## src/hw/aiam_pkg.sv

```systemverilog
// Package: register map, field layouts, modes and timing constants of the analog input alarm monitor
`default_nettype none
package aiam_pkg;
	// ==========================================================
	// Sizes
	localparam int          NUM_CH        = 8;               // Input channels
	localparam int          CH_W          = 3;               // Channel index width
	localparam int          DATA_W        = 16;              // Sample width
	// ==========================================================
	// Register offsets (byte addresses)
	localparam logic [7:0]  OFS_CTRL      = 8'h00;           // Apply, cal, locate commands
	localparam logic [7:0]  OFS_STATUS    = 8'h04;           // Cal busy, locate on, alarm any
	localparam logic [7:0]  OFS_AVG_SEL   = 8'h08;           // Channel mask for averaging
	localparam logic [7:0]  OFS_AVG_VAL   = 8'h0c;           // Average of selected channels
	localparam logic [7:0]  OFS_ALM_STAT  = 8'h10;           // [7:0] low, [15:8] high status
	localparam logic [7:0]  OFS_CLR_MAXMIN = 8'h14;          // Write 1: clear max/min per channel
	localparam logic [7:0]  OFS_CLR_LATCH = 8'h18;           // Write 1: clear latch per channel
	localparam logic [7:0]  OFS_CH_BASE   = 8'h40;           // Per-channel block base
	localparam int          CH_STRIDE_SH  = 5;               // 32 bytes per channel
	// Per-channel word offsets within the block (byte offset)
	localparam logic [4:0]  CH_CFG        = 5'h00;           // Range, burnout, integ, modes
	localparam logic [4:0]  CH_LO_LIM     = 5'h04;           // Low alarm limit
	localparam logic [4:0]  CH_HI_LIM     = 5'h08;           // High alarm limit
	localparam logic [4:0]  CH_VALUE      = 5'h0c;           // Reported value
	localparam logic [4:0]  CH_MAX        = 5'h10;           // Running maximum
	localparam logic [4:0]  CH_MIN        = 5'h14;           // Running minimum
	localparam logic [4:0]  CH_ACTIVE     = 5'h18;           // Active range/integ, burnout flag
	// ==========================================================
	// Control bits
	localparam int          CTRL_APPLY    = 0;               // Apply pending range/integration
	localparam int          CTRL_CAL_ALLOW = 1;              // Calibration permitted (level)
	localparam int          CTRL_CAL_START = 2;              // Start auto calibration
	localparam int          CTRL_CAL_APPLY = 3;              // Confirm calibration
	localparam int          CTRL_LOCATE   = 4;               // Start locate indicator
	// Config field positions
	localparam int          CFG_RANGE_LSB = 0;               // 3-bit range code
	localparam int          CFG_BURN_EN   = 3;               // Burnout detection enable
	localparam int          CFG_BURN_UP   = 4;               // 1 up-scale, 0 down-scale
	localparam int          CFG_INTEG     = 5;               // Integration time select
	localparam int          CFG_LO_MODE   = 8;               // 2-bit low alarm mode
	localparam int          CFG_HI_MODE   = 10;              // 2-bit high alarm mode
	localparam logic [2:0]  RANGE_4_20MA  = 3'h7;            // Current-loop range code
	localparam logic [15:0] CFG_RESET     = 16'h0000;        // Config reset value
	localparam logic [15:0] LO_LIM_RESET  = 16'h0000;        // Low limit reset value
	localparam logic [15:0] HI_LIM_RESET  = 16'hffff;        // High limit reset value
	localparam logic [15:0] BURN_UP_VAL   = 16'hffff;        // Up-scale forced value
	localparam logic [15:0] BURN_DN_VAL   = 16'h0000;        // Down-scale forced value
	// ==========================================================
	// Alarm modes
	typedef enum logic [1:0] {
		AIAM_ALM_DISABLE   = 2'b00,
		AIAM_ALM_LATCH     = 2'b01,
		AIAM_ALM_MOMENTARY = 2'b10
	} aiam_alm_mode_t;
	// Calibration states
	typedef enum logic [1:0] {
		AIAM_CAL_IDLE = 2'b00,
		AIAM_CAL_RUN  = 2'b01,
		AIAM_CAL_WAIT = 2'b10
	} aiam_cal_state_t;
	// ==========================================================
	// Timing
	localparam longint      CLK_HZ        = 50000000;        // System clock rate
	localparam longint      CAL_TIME_S    = 20;              // Auto calibration duration
	localparam longint      LOCATE_TIME_S = 30;              // Locate indicator on time
	localparam longint      CAL_CYCLES    = CAL_TIME_S * CLK_HZ;
	localparam longint      LOCATE_CYCLES = LOCATE_TIME_S * CLK_HZ;
	localparam int          TMR_W         = 32;              // Timer width
endpackage : aiam_pkg
`default_nettype wire

```

## src/hw/aiam_alarm_if.sv

```systemverilog
// Interface: one alarm evaluator's configuration, sample and status
`default_nettype none
interface aiam_alarm_if;
	logic [15:0] value;        // Reported input value
	logic [15:0] limit;        // Alarm limit
	logic [1:0]  mode;         // Alarm mode
	logic        is_high;      // 1 high alarm, 0 low alarm
	logic        sample;       // New value valid this cycle
	logic        clr_latch;    // Clear latched status
	logic        status;       // Alarm status out
	modport eval (input value, limit, mode, is_high, sample, clr_latch, output status);
	modport ctrl (output value, limit, mode, is_high, sample, clr_latch, input status);
endinterface : aiam_alarm_if
`default_nettype wire

```

## src/hw/aiam_alarm_eval.sv

```systemverilog
// Module: one alarm comparator with disable, latch and momentary modes
`default_nettype none
module aiam_alarm_eval (
	input  wire logic   clk_i,     // System clock
	input  wire logic   reset_i,   // Synchronous reset
	aiam_alarm_if.eval  alm        // Alarm signals
);
	// ==========================================================
	// Condition
	logic cond;      // Over high limit or under low limit
	logic status_q;  // Alarm status
	logic status_d;  // Next status
	assign cond = alm.is_high ? (alm.value > alm.limit) : (alm.value < alm.limit);
	// Next status by mode
	always_comb begin
		status_d = status_q;
		case (alm.mode)
			aiam_pkg::AIAM_ALM_DISABLE:   status_d = 1'b0;
			aiam_pkg::AIAM_ALM_LATCH: begin
				// Set wins over clear; a persisting condition re-asserts
				if (alm.sample && cond) begin
					status_d = 1'b1;
				end else if (alm.clr_latch) begin
					status_d = 1'b0;
				end
			end
			aiam_pkg::AIAM_ALM_MOMENTARY: begin
				if (alm.sample) begin
					status_d = cond;
				end
			end
			default:                      status_d = 1'b0;
		endcase
	end
	// Status register
	always_ff @(posedge clk_i) begin
		if (reset_i) status_q <= 1'b0;
		else         status_q <= status_d;
	end
	assign alm.status = status_q;
endmodule : aiam_alarm_eval
`default_nettype wire

```

## src/hw/aiam_monitor.sv

```systemverilog
// Module: top of the analog input alarm monitor with Wishbone register slave
//
// The Wishbone register port and the register addresses were chosen for this implementation.
`default_nettype none
// Function
// - Burnout only on current-loop range
// - Up-scale burnout forces value to FFFF
// - Down-scale burnout forces value to 0000
// - Alarm when above high or below low
// - Alarm sets status bit and indicator
// - Separate mode and limit per alarm
// - Disabled mode never asserts alarm
// - Latch holds alarm until clear command
// - Momentary status follows present condition
// - Running maximum, per-channel clear
// - Running minimum, per-channel clear
// - Permitted auto calibration runs twenty seconds
// - Two integration times, effective on apply
// - Average over host-selected channels
// - Range selection effective on apply
// - Locate lights indicator thirty seconds
module aiam_monitor #(
	parameter longint CAL_CYCLES    = aiam_pkg::CAL_CYCLES,    // Calibration length in cycles
	parameter longint LOCATE_CYCLES = aiam_pkg::LOCATE_CYCLES  // Locate length in cycles
) (
	input  wire logic        clk_i,          // System clock, 50 MHz
	input  wire logic        reset_i,        // Synchronous reset, active high
	input  wire logic        wb_cyc_i,       // Wishbone cycle
	input  wire logic        wb_stb_i,       // Wishbone strobe
	input  wire logic        wb_we_i,        // Wishbone write enable
	input  wire logic [8:0]  wb_adr_i,       // Wishbone byte address, nine bits reach all channels
	input  wire logic [3:0]  wb_sel_i,       // Wishbone byte selects
	input  wire logic [31:0] wb_dat_i,       // Wishbone write data
	output logic      [31:0] wb_dat_o,       // Wishbone read data
	output logic             wb_ack_o,       // Wishbone acknowledge
	input  wire logic [127:0] sample_i,      // Eight 16-bit conversions
	input  wire logic        sample_vld_i,   // Conversions valid pulse
	input  wire logic [7:0]  open_i,         // Open-circuit detect per channel
	output logic      [7:0]  alarm_led_o,    // Alarm indicator per channel
	output logic             status_led_o,   // Locate status indicator
	output logic             cal_run_o,      // Calibration in progress
	output logic      [7:0]  range_o [0:7],  // Active range per channel
	output logic      [7:0]  integ_o         // Active integration select per channel
);

	// ==========================================================
	// Storage
	logic [15:0] cfg_q    [0:7];   // Pending configuration per channel
	logic [15:0] lo_lim_q [0:7];   // Low limits
	logic [15:0] hi_lim_q [0:7];   // High limits
	logic [15:0] val_q    [0:7];   // Reported values
	logic [15:0] max_q    [0:7];   // Running maxima
	logic [15:0] min_q    [0:7];   // Running minima
	logic [2:0]  act_rng_q [0:7];  // Applied range
	logic [7:0]  act_int_q;        // Applied integration select
	logic [7:0]  avg_sel_q;        // Averaging mask
	logic [15:0] avg_q;            // Average result
	logic        upd_q;            // Values updated last cycle
	logic [7:0]  burn_q;           // Burnout active flags
	logic [7:0]  lo_stat;          // Low alarm statuses
	logic [7:0]  hi_stat;          // High alarm statuses
	logic        ack_q;            // Bus acknowledge
	logic [31:0] rdat_q;           // Read data
	logic        cal_allow_q;      // Calibration permitted
	logic        cal_done_q;       // Calibration finished, awaiting confirm
	logic [31:0] cal_cnt_q;        // Calibration timer
	logic [31:0] loc_cnt_q;        // Locate timer
	logic        loc_on_q;         // Locate indicator
	aiam_pkg::aiam_cal_state_t cal_st_q; // Calibration state

	// ==========================================================
	// Bus decode
	// Writes need both low byte lanes; narrower ones are acked and dropped
	wire        bus_req  = wb_cyc_i && wb_stb_i && !ack_q;           // New access, at most one every two cycles
	wire        bus_wr   = bus_req && wb_we_i && (wb_sel_i[1:0] == 2'h3);
	wire        glb_sel  = wb_adr_i[8:6] == 3'h0;                    // Global register area
	// Eight 32-byte blocks follow the globals; above them only ack answers
	wire        ch_sel   = !glb_sel && (wb_adr_i[8:5] < 4'ha);       // Per-channel area
	wire [2:0]  ch_idx   = 3'(wb_adr_i[8:5] - 4'h2);                 // Channel from address
	wire [4:0]  ch_ofs   = wb_adr_i[4:0];                            // Word within channel
	wire        wr_ctrl  = bus_wr && glb_sel && (wb_adr_i[7:0] == aiam_pkg::OFS_CTRL);
	wire        wr_avg   = bus_wr && glb_sel && (wb_adr_i[7:0] == aiam_pkg::OFS_AVG_SEL);
	wire        wr_clrmm = bus_wr && glb_sel && (wb_adr_i[7:0] == aiam_pkg::OFS_CLR_MAXMIN);
	wire        wr_clrl  = bus_wr && glb_sel && (wb_adr_i[7:0] == aiam_pkg::OFS_CLR_LATCH);
	wire        wr_cfg   = bus_wr && ch_sel && (ch_ofs == aiam_pkg::CH_CFG);
	wire        wr_lo    = bus_wr && ch_sel && (ch_ofs == aiam_pkg::CH_LO_LIM);
	wire        wr_hi    = bus_wr && ch_sel && (ch_ofs == aiam_pkg::CH_HI_LIM);
	wire        do_apply = wr_ctrl && wb_dat_i[aiam_pkg::CTRL_APPLY];
	wire        do_cstart = wr_ctrl && wb_dat_i[aiam_pkg::CTRL_CAL_START];
	wire        do_capply = wr_ctrl && wb_dat_i[aiam_pkg::CTRL_CAL_APPLY];
	wire        do_locate = wr_ctrl && wb_dat_i[aiam_pkg::CTRL_LOCATE];
	// Latch clears last for the write cycle only
	wire [7:0]  clr_latch = wr_clrl ? wb_dat_i[7:0] : 8'h00;

	// ==========================================================
	// Read mux
	// Decoded from the request cycle and registered with ack
	logic [31:0] rd_mux;
	always_comb begin
		rd_mux = 32'h0000_0000;
		if (glb_sel) begin
			case (wb_adr_i[7:0])
				aiam_pkg::OFS_CTRL:     rd_mux = {31'h0, cal_allow_q} << aiam_pkg::CTRL_CAL_ALLOW;
				aiam_pkg::OFS_STATUS:   rd_mux = {28'h0, |(lo_stat | hi_stat), loc_on_q, cal_done_q,
				                                  cal_st_q == aiam_pkg::AIAM_CAL_RUN};
				aiam_pkg::OFS_AVG_SEL:  rd_mux = {24'h0, avg_sel_q};
				aiam_pkg::OFS_AVG_VAL:  rd_mux = {16'h0, avg_q};
				aiam_pkg::OFS_ALM_STAT: rd_mux = {16'h0, hi_stat, lo_stat};
				default:                rd_mux = 32'h0000_0000;
			endcase
		end else if (ch_sel) begin
			case (ch_ofs)
				aiam_pkg::CH_CFG:    rd_mux = {16'h0, cfg_q[ch_idx]};
				aiam_pkg::CH_LO_LIM: rd_mux = {16'h0, lo_lim_q[ch_idx]};
				aiam_pkg::CH_HI_LIM: rd_mux = {16'h0, hi_lim_q[ch_idx]};
				aiam_pkg::CH_VALUE:  rd_mux = {16'h0, val_q[ch_idx]};
				aiam_pkg::CH_MAX:    rd_mux = {16'h0, max_q[ch_idx]};
				aiam_pkg::CH_MIN:    rd_mux = {16'h0, min_q[ch_idx]};
				aiam_pkg::CH_ACTIVE: rd_mux = {27'h0, burn_q[ch_idx], act_int_q[ch_idx], act_rng_q[ch_idx]};
				default:             rd_mux = 32'h0000_0000;
			endcase
		end
	end
	// Acknowledge every access one cycle after the request; unmapped reads give zero
	always_ff @(posedge clk_i) begin
		if (reset_i) begin
			ack_q  <= 1'b0;
			rdat_q <= 32'h0000_0000;
		end else begin
			ack_q  <= bus_req;
			rdat_q <= rd_mux;
		end
	end
	assign wb_ack_o = ack_q;
	assign wb_dat_o = rdat_q;

	// ==========================================================
	// Global control registers
	// Apply copies every channel at once, so settings switch together
	always_ff @(posedge clk_i) begin
		if (reset_i) begin
			cal_allow_q <= 1'b0;
			avg_sel_q   <= 8'h00;
			act_int_q   <= 8'h00;
		end else begin
			if (wr_ctrl) cal_allow_q <= wb_dat_i[aiam_pkg::CTRL_CAL_ALLOW];
			if (wr_avg)  avg_sel_q   <= wb_dat_i[7:0];
			if (do_apply) begin
				for (int i = 0; i < 8; i++) act_int_q[i] <= cfg_q[i][aiam_pkg::CFG_INTEG];
			end
		end
	end

	// ==========================================================
	// Per-channel processing
	generate
		for (genvar c = 0; c < 8; c++) begin : g_ch
			wire [15:0] raw   = sample_i[c*16 +: 16];
			wire        mm_clr = wr_clrmm && wb_dat_i[c];   // Max/min clear for this channel
			// Burnout needs the applied range, not the pending one
			wire        burn  = open_i[c] && cfg_q[c][aiam_pkg::CFG_BURN_EN] &&
			                    (act_rng_q[c] == aiam_pkg::RANGE_4_20MA);
			wire [15:0] rep   = !burn ? raw :
			                    cfg_q[c][aiam_pkg::CFG_BURN_UP] ? aiam_pkg::BURN_UP_VAL
			                                                    : aiam_pkg::BURN_DN_VAL;
			// Configuration, limits, values, extremes
			always_ff @(posedge clk_i) begin
				if (reset_i) begin
					cfg_q[c]     <= aiam_pkg::CFG_RESET;
					lo_lim_q[c]  <= aiam_pkg::LO_LIM_RESET;
					hi_lim_q[c]  <= aiam_pkg::HI_LIM_RESET;
					act_rng_q[c] <= 3'h0;
					val_q[c]     <= 16'h0000;
					max_q[c]     <= 16'h0000;
					min_q[c]     <= 16'hffff;
					burn_q[c]    <= 1'b0;
				end else begin
					if (wr_cfg && ch_idx == 3'(c)) cfg_q[c]    <= wb_dat_i[15:0];
					if (wr_lo  && ch_idx == 3'(c)) lo_lim_q[c] <= wb_dat_i[15:0];
					if (wr_hi  && ch_idx == 3'(c)) hi_lim_q[c] <= wb_dat_i[15:0];
					if (do_apply) act_rng_q[c] <= cfg_q[c][2:0];
					// A clear arriving with a sample restarts from that sample, so no clear is lost
					if (sample_vld_i) begin
						val_q[c]  <= rep;
						burn_q[c] <= burn;
						if (mm_clr || rep > max_q[c]) max_q[c] <= rep;
						if (mm_clr || rep < min_q[c]) min_q[c] <= rep;
					end else if (mm_clr) begin
						// Cleared extremes start empty until the next conversion
						max_q[c]    <= 16'h0000;
						min_q[c]    <= 16'hffff;
					end
				end
			end
			// Low and high alarm evaluators
			// Both see the value one cycle after it was captured
			aiam_alarm_if lo_if ();
			aiam_alarm_if hi_if ();
			assign lo_if.value = val_q[c];
			assign lo_if.limit = lo_lim_q[c];
			assign lo_if.mode  = cfg_q[c][aiam_pkg::CFG_LO_MODE +: 2];
			assign lo_if.is_high = 1'b0;
			assign lo_if.sample = upd_q;
			assign lo_if.clr_latch = clr_latch[c];
			assign hi_if.value = val_q[c];
			assign hi_if.limit = hi_lim_q[c];
			assign hi_if.mode  = cfg_q[c][aiam_pkg::CFG_HI_MODE +: 2];
			assign hi_if.is_high = 1'b1;
			assign hi_if.sample = upd_q;
			assign hi_if.clr_latch = clr_latch[c];
			aiam_alarm_eval u_lo (.clk_i(clk_i), .reset_i(reset_i), .alm(lo_if));
			aiam_alarm_eval u_hi (.clk_i(clk_i), .reset_i(reset_i), .alm(hi_if));
			assign lo_stat[c] = lo_if.status;
			assign hi_stat[c] = hi_if.status;
			// Range code padded to the byte-wide port
			assign range_o[c] = {5'h00, act_rng_q[c]};
		end
	endgenerate

	// ==========================================================
	// Average over selected channels, and alarm indicators
	// Floor mean by a small divider; it only ever sees eight values
	logic [18:0] avg_sum;
	logic [3:0]  avg_n;
	always_comb begin
		avg_sum = 19'h0;
		avg_n   = 4'h0;
		for (int i = 0; i < 8; i++) begin
			if (avg_sel_q[i]) begin
				avg_sum = avg_sum + {3'h0, val_q[i]};
				avg_n   = avg_n + 4'h1;
			end
		end
	end
	// Update flag lines the evaluators up with the new values
	always_ff @(posedge clk_i) begin
		if (reset_i) begin
			upd_q       <= 1'b0;
			avg_q       <= 16'h0000;
			alarm_led_o <= 8'h00;
		end else begin
			upd_q       <= sample_vld_i;
			avg_q       <= (avg_n == 4'h0) ? 16'h0000 : 16'(avg_sum / {15'h0, avg_n});
			alarm_led_o <= lo_stat | hi_stat;
		end
	end
	assign integ_o = act_int_q;

	// ==========================================================
	// Auto calibration sequence
	// Start counts only when an earlier write permitted calibration
	always_ff @(posedge clk_i) begin
		if (reset_i) begin
			cal_st_q   <= aiam_pkg::AIAM_CAL_IDLE;
			cal_cnt_q  <= 32'h0;
			cal_done_q <= 1'b0;
			cal_run_o  <= 1'b0;
		end else begin
			case (cal_st_q)
				aiam_pkg::AIAM_CAL_IDLE: begin
					if (do_cstart && cal_allow_q) begin
						cal_st_q  <= aiam_pkg::AIAM_CAL_RUN;
						cal_cnt_q <= 32'(CAL_CYCLES - 1);
						cal_run_o <= 1'b1;
					end
				end
				aiam_pkg::AIAM_CAL_RUN: begin
					if (cal_cnt_q == 32'h0) begin
						cal_st_q   <= aiam_pkg::AIAM_CAL_WAIT;
						cal_done_q <= 1'b1;
						cal_run_o  <= 1'b0;
					end else begin
						cal_cnt_q <= cal_cnt_q - 32'h1;
					end
				end
				aiam_pkg::AIAM_CAL_WAIT: begin
					// Results held until the host confirms them
					if (do_capply) begin
						cal_st_q   <= aiam_pkg::AIAM_CAL_IDLE;
						cal_done_q <= 1'b0;
					end
				end
				default: cal_st_q <= aiam_pkg::AIAM_CAL_IDLE;
			endcase
		end
	end

	// ==========================================================
	// Locate indicator timer
	// A new locate request restarts the full on time
	always_ff @(posedge clk_i) begin
		if (reset_i) begin
			loc_on_q  <= 1'b0;
			loc_cnt_q <= 32'h0;
		end else if (do_locate) begin
			loc_on_q  <= 1'b1;
			loc_cnt_q <= 32'(LOCATE_CYCLES - 1);
		end else if (loc_on_q) begin
			if (loc_cnt_q == 32'h0) loc_on_q <= 1'b0;
			else                    loc_cnt_q <= loc_cnt_q - 32'h1;
		end
	end
	assign status_led_o = loc_on_q;
endmodule : aiam_monitor
`default_nettype wire

```

## config.mk

```make
export PLATFORM = sky130hd
export DESIGN_NAME = aiam_monitor
export DESIGN_NICKNAME = d
export VERILOG_FILES = /design/src/hw/aiam_pkg.sv /design/src/hw/aiam_alarm_if.sv /design/src/hw/aiam_alarm_eval.sv /design/src/hw/aiam_monitor.sv
export SDC_FILE = /design/constraint.sdc
export NUM_CORES = 2
export LEC_CHECK = 0
export BUFFER_PORTS_ARGS = -buffer_cell sky130_fd_sc_hd__buf_2
export CORE_MARGIN = 2
export CORE_UTILIZATION = 54
export CTS_BUF_LIST = sky130_fd_sc_hd__clkbuf_8
export DETAILED_ROUTE_END_ITERATION = 8
export PLACE_DENSITY = 0.79
export SLEW_MARGIN = 20
export SYNTH_ARGS = -nofsm -noshare
export SYNTH_HDL_FRONTEND = slang
export SYNTH_SLANG_ARGS = --single-unit
```

## constraint.sdc

```tcl
create_clock -name clk_i -period 38.1 [get_ports clk_i]
set_input_delay 7.62 -clock clk_i [delete_from_list [all_inputs] [get_ports clk_i]]
set_output_delay 7.62 -clock clk_i [all_outputs]
set_load 0.01 [all_outputs]
```

==> qor.csv <==
metric;value;unit
via count normalized by instance count;6.21;
Sum Neg Setup Slack;-0.919;ns
Hold Path End;wb_ack_o;
Critical R2R Launch;val_q[0][0];
cell internal pwr;2050;uW
CP max stage cell;sky130_fd_sc_hd__edfxtp_1;
all-layer global routing usage;38.1;%
R2R Setup Slk;-0.92;ns
final HPWL from detailed placement;200000;um
arithmetic-cell share of the synthesized area counting full adders, half adders and majority gates;13.1;%
CTS tree;done;
worst setup slack after layout;-0.919;ns
clk_lat worst skew;0.91;ns
Slew headroom;15.4;%
pin count of the biggest net entering global routing;129;
sequential-to-total area share from yosys stat;38.0;%
antenna violations before repair;24;
Comb pwr share;34.3;%
number of buffers inserted during clock tree synthesis;157;
final-stage net count;9185;
fraction of synthesized cell area in xor and xnor cells;2.33;%
CP Class;reg -> reg;
shortest clock period the worst path allows after layout;39.02;ns
number of cells on the worst hold path;1;
Largest stage delay, worst path;0.49;ns
number of antenna-violating nets in the routed design;0;
failing checks;negative setup slack;
gate count after technology mapping;7286;
total count of max-transition violations in the final report;0;
startpoint kind of the worst setup timing path;register;
area after detailed placement;0.0784;mm2
MaxCap Viol Count;0;
static power due to leakage;0.0377;uW
share of synthesized area spent on multiplexers;9.00;%
Ys Warns;0;
number of design rule violations left after detail routing;0;
first-pass GRT wire length;374000;um
Worst-Margin Slew;1.27;ns
overall overflow remaining after global route;0;
vias in the first global route;60365;
IO Port Bufs;227;
number of cells traversed by the worst register-to-register path;233;
most used flip-flop cell after synthesis;sky130_fd_sc_hd__edfxtp_1;
die height;366;um
endpoint arrival time on the critical path;39.75;ns
outcome;finished with violations;
area fraction in and, or, nand and nor cells after synthesis;17.2;%
Die X;366;um
clock skew after layout;0.0529;ns
switching power;1110;uW
number of flops mapped to enable cells by yosys;792;
proportion of register bits with asynchronous set or reset after synthesis;0;%
power per cell area;37.7;mW/mm2
most common cell type on the critical path;sky130_fd_sc_hd__buf_4;
number of rows created at floorplan;132;
peak supply drop;0.0655;mV
number of I/O pins;302;
clock edge transition at the registers on the reported setup and hold paths;0.06;ns
setup repair after global routing missed its margin;true;
Clk Tree Root Cell;sky130_fd_sc_hd__clkbuf_8;
via count of the routed design;62980;
drt pass-1 iters;8;
fraction of power consumed by the clock network;27.0;%
Flop pwr share;38.7;%
type of destination of the critical path;register;
count of hold buffers inserted by post-cts repair;0;
dominant combinational cell family by area after synthesis;simple AND/OR/NAND/NOR gates;
Max Root-Sink Buffers;3;
DP Cell Count;9666;
post-synthesis sequential element count;944;
Switching Share;35.1;%
core area;0.130;mm2
class of the tightest hold or removal check;reg -> reg;
achievable clock frequency;0.0256;GHz
average wire per standard cell;25.6;um
final hold violation count;0;
fraction of final layout cells sized beyond drive strength 1;22.6;%
data required time at the worst endpoint;38.83;ns
count of final setup violators;1;
summed area of non-filler cells in the final layout;0.0837;mm2
gp weighted congestion;1.04;
compound-cell area share of the yosys netlist;14.0;%
total die area;0.134;mm2
average cell area after synthesis;9.69;um2
area growth from synthesis to final layout;18.5;%
initial cell density of the core;54.5;%
maximum fanout encountered on the critical timing path;6;
distinct cell type count after synthesis;126;
final clock period utilization by the worst path;102;%
end of the worst register-to-register path;avg_q[0];
startpoint of the worst hold path;wb_ack_o;
final standard cell count with taps included and fillers excluded;10140;
H-tree depth;4;
Util after Layout;64.6;%
Netlist Area Pre-Place;0.0706;mm2
number of clock sinks seen by CTS;944;
wire length after detailed routing;259000;um
starting DRC count in detailed routing;8008;
layout by cell type (no fill, tap or decap), types with 36 or more instances in the layout:
| cell type | count |
|---|---|
| sky130_fd_sc_hd__nand2_1 | 444 |
| sky130_fd_sc_hd__clkbuf_8 | 162 |
| sky130_fd_sc_hd__nand3_1 | 77 |
| sky130_fd_sc_hd__nand2b_1 | 152 |
| sky130_fd_sc_hd__mux2i_1 | 130 |
| sky130_fd_sc_hd__or3_1 | 184 |
| sky130_fd_sc_hd__xor2_1 | 57 |
| sky130_fd_sc_hd__a21o_1 | 89 |
| sky130_fd_sc_hd__dfxtp_1 | 150 |
| sky130_fd_sc_hd__conb_1 | 56 |
| sky130_fd_sc_hd__buf_2 | 224 |
| sky130_fd_sc_hd__xnor2_1 | 109 |
| sky130_fd_sc_hd__o31ai_1 | 42 |
| sky130_fd_sc_hd__buf_4 | 889 |
| sky130_fd_sc_hd__ha_1 | 694 |
| sky130_fd_sc_hd__o21a_1 | 85 |
| sky130_fd_sc_hd__mux4_2 | 202 |
| sky130_fd_sc_hd__nor3_1 | 88 |
| sky130_fd_sc_hd__nand4_1 | 93 |
| sky130_fd_sc_hd__a21oi_2 | 36 |
| sky130_fd_sc_hd__o21ai_0 | 277 |
| sky130_fd_sc_hd__o22ai_1 | 60 |
| sky130_fd_sc_hd__a21oi_1 | 492 |
| sky130_fd_sc_hd__and2_1 | 319 |
| sky130_fd_sc_hd__edfxtp_1 | 792 |
| sky130_fd_sc_hd__nor2_1 | 612 |
| sky130_fd_sc_hd__inv_1 | 814 |
| sky130_fd_sc_hd__o21ai_1 | 42 |
| sky130_fd_sc_hd__nor2b_1 | 131 |
repair_timing:
action                     4_1_cts  5_1_grt
setup buffers                  134       46
setup endpoints to repair        1        3
resized for setup               92      104
pin swaps                      109      108
flip-flops by register name (all words and copies together), names as in the netlist, 16 cells and up:
name / flops
loc_cnt_q: 32
act_rng_q: 24
wb_dat_o: 16
max_q: 128
min_q: 128
cfg_q: 128
cal_cnt_q: 32
lo_lim_q: 128
hi_lim_q: 128
val_q: 128
avg_q: 16
area by class of cell:
| cell class | instances | area (um2) |
|---|---|---|
| Clock inverter | 121 | 619 |
| Sequential cell | 944 | 26800 |
| Multi-Input combinational cell | 5276 | 41000 |
| Inverter | 765 | 2870 |
| Timing Repair Buffer | 1120 | 7900 |
| Clock buffer | 162 | 2230 |
| Tap cell | 1742 | 2180 |
| Fill cell | 10428 | 46000 |
| Antenna cell | 10 | 25.0 |
critical path, delay by kind of cell, from the launching register on:
kind                       cells  cell delay (ns)
adders and majority gates     23             6.06
xor gates and xnor gates       7             0.88
AOI/OAI and AO/OA             79            13.21
DFF                            1             0.49
and+or+nand+nor               53             8.09
buffers and inverters         63             7.83
muxes                          8             2.29
power groups by stage:
stage | clock network [uW] | registers [uW] | logic [uW]
2_1_floorplan | 0 | 1210 | 623
3_3_place_gp | 0 | 1240 | 980
3_5_place_dp | 0 | 1240 | 997
4_1_cts | 853 | 1220 | 1030
5_1_grt | 897 | 1220 | 1160
6_report | 850 | 1220 | 1080
per-stage QoR:
| stage | setup slack [ns] | hold WS [ns] | power (uW) |
|---|---|---|---|
| floorplan | 0.0258 | 0.449 | 1830 |
| global placement | -0.877 | 0.428 | 2220 |
| detailed placement | -1.67 | 0.444 | 2230 |
| CTS | -0.380 | 0.458 | 3100 |
| global route | -2.80 | 0.490 | 3280 |
| finish | -0.919 | 0.456 | 3160 |
Yosys cell counts, types with 18 or more instances:
library cell               instances  area, um2
sky130_fd_sc_hd__a22o_1           24        210
sky130_fd_sc_hd__edfxtp_1        792      23800
sky130_fd_sc_hd__dfxtp_1         152       3040
sky130_fd_sc_hd__or4_1            23        173
sky130_fd_sc_hd__nand2_1         452       1700
sky130_fd_sc_hd__mux2i_1         136       1360
sky130_fd_sc_hd__nand3_1          80        400
sky130_fd_sc_hd__o21ai_0         313       1570
sky130_fd_sc_hd__a21o_1           89        668
sky130_fd_sc_hd__a21boi_0         28        210
sky130_fd_sc_hd__xnor2_1         118       1030
sky130_fd_sc_hd__o31ai_1          46        345
sky130_fd_sc_hd__buf_4            57        428
sky130_fd_sc_hd__o21ai_1          29        145
sky130_fd_sc_hd__o21bai_1         35        263
sky130_fd_sc_hd__mux2_2           37        417
sky130_fd_sc_hd__buf_1            55        206
sky130_fd_sc_hd__mux4_2          202       4550
sky130_fd_sc_hd__a21oi_1         535       2680
sky130_fd_sc_hd__and2_1          322       2010
sky130_fd_sc_hd__nand2b_1        153        957
sky130_fd_sc_hd__and3_1           38        238
sky130_fd_sc_hd__o21a_1           85        638
sky130_fd_sc_hd__a31oi_1          28        175
sky130_fd_sc_hd__nor4_1           37        231
sky130_fd_sc_hd__clkbuf_1        227        852
sky130_fd_sc_hd__or2_2            21        131
sky130_fd_sc_hd__ha_1            727       9100
sky130_fd_sc_hd__a211o_1          19        166
sky130_fd_sc_hd__nor2_1          634       2380
sky130_fd_sc_hd__a211oi_1         48        360
sky130_fd_sc_hd__nand3b_1         18        135
sky130_fd_sc_hd__o22ai_1          62        388
sky130_fd_sc_hd__inv_1           760       2850
sky130_fd_sc_hd__nand4_1          93        582
sky130_fd_sc_hd__a22oi_1          26        195
sky130_fd_sc_hd__nor3_1           95        475
sky130_fd_sc_hd__or3_1           188       1180
sky130_fd_sc_hd__nor2b_1         134        838
sky130_fd_sc_hd__xor2_1           58        508
sky130_fd_sc_hd__o211ai_1         33        248
worst max path at each step:
stage,to,startpoint
4_1_cts,avg_q[0],val_q[0][0]
6_report,avg_q[0],val_q[0][0]
2_1_floorplan,avg_q[0],avg_sel_q[0]
3_3_place_gp,avg_q[0],val_q[0][0]
5_1_grt,avg_q[0],val_q[0][0]
3_5_place_dp,avg_q[0],val_q[0][0]
cells by family after synthesis:
family	after synthesis
other	1
multiplexers	377
buffers and inverters	1121
adder cells (fa/ha/maj)	736
XOR/XNOR	182
flip-flops	944
AND/OR/NAND/NOR	2363
AO/OA/AOI/OAI	1562
layer usage:
metal	routed length [um]	track usage, %
met1	95500	48.1
met2	114000	58.2
met3	29000	8.46
met4	21200	26.8
met5	112	0
Power figures use the tool's default switching activity.
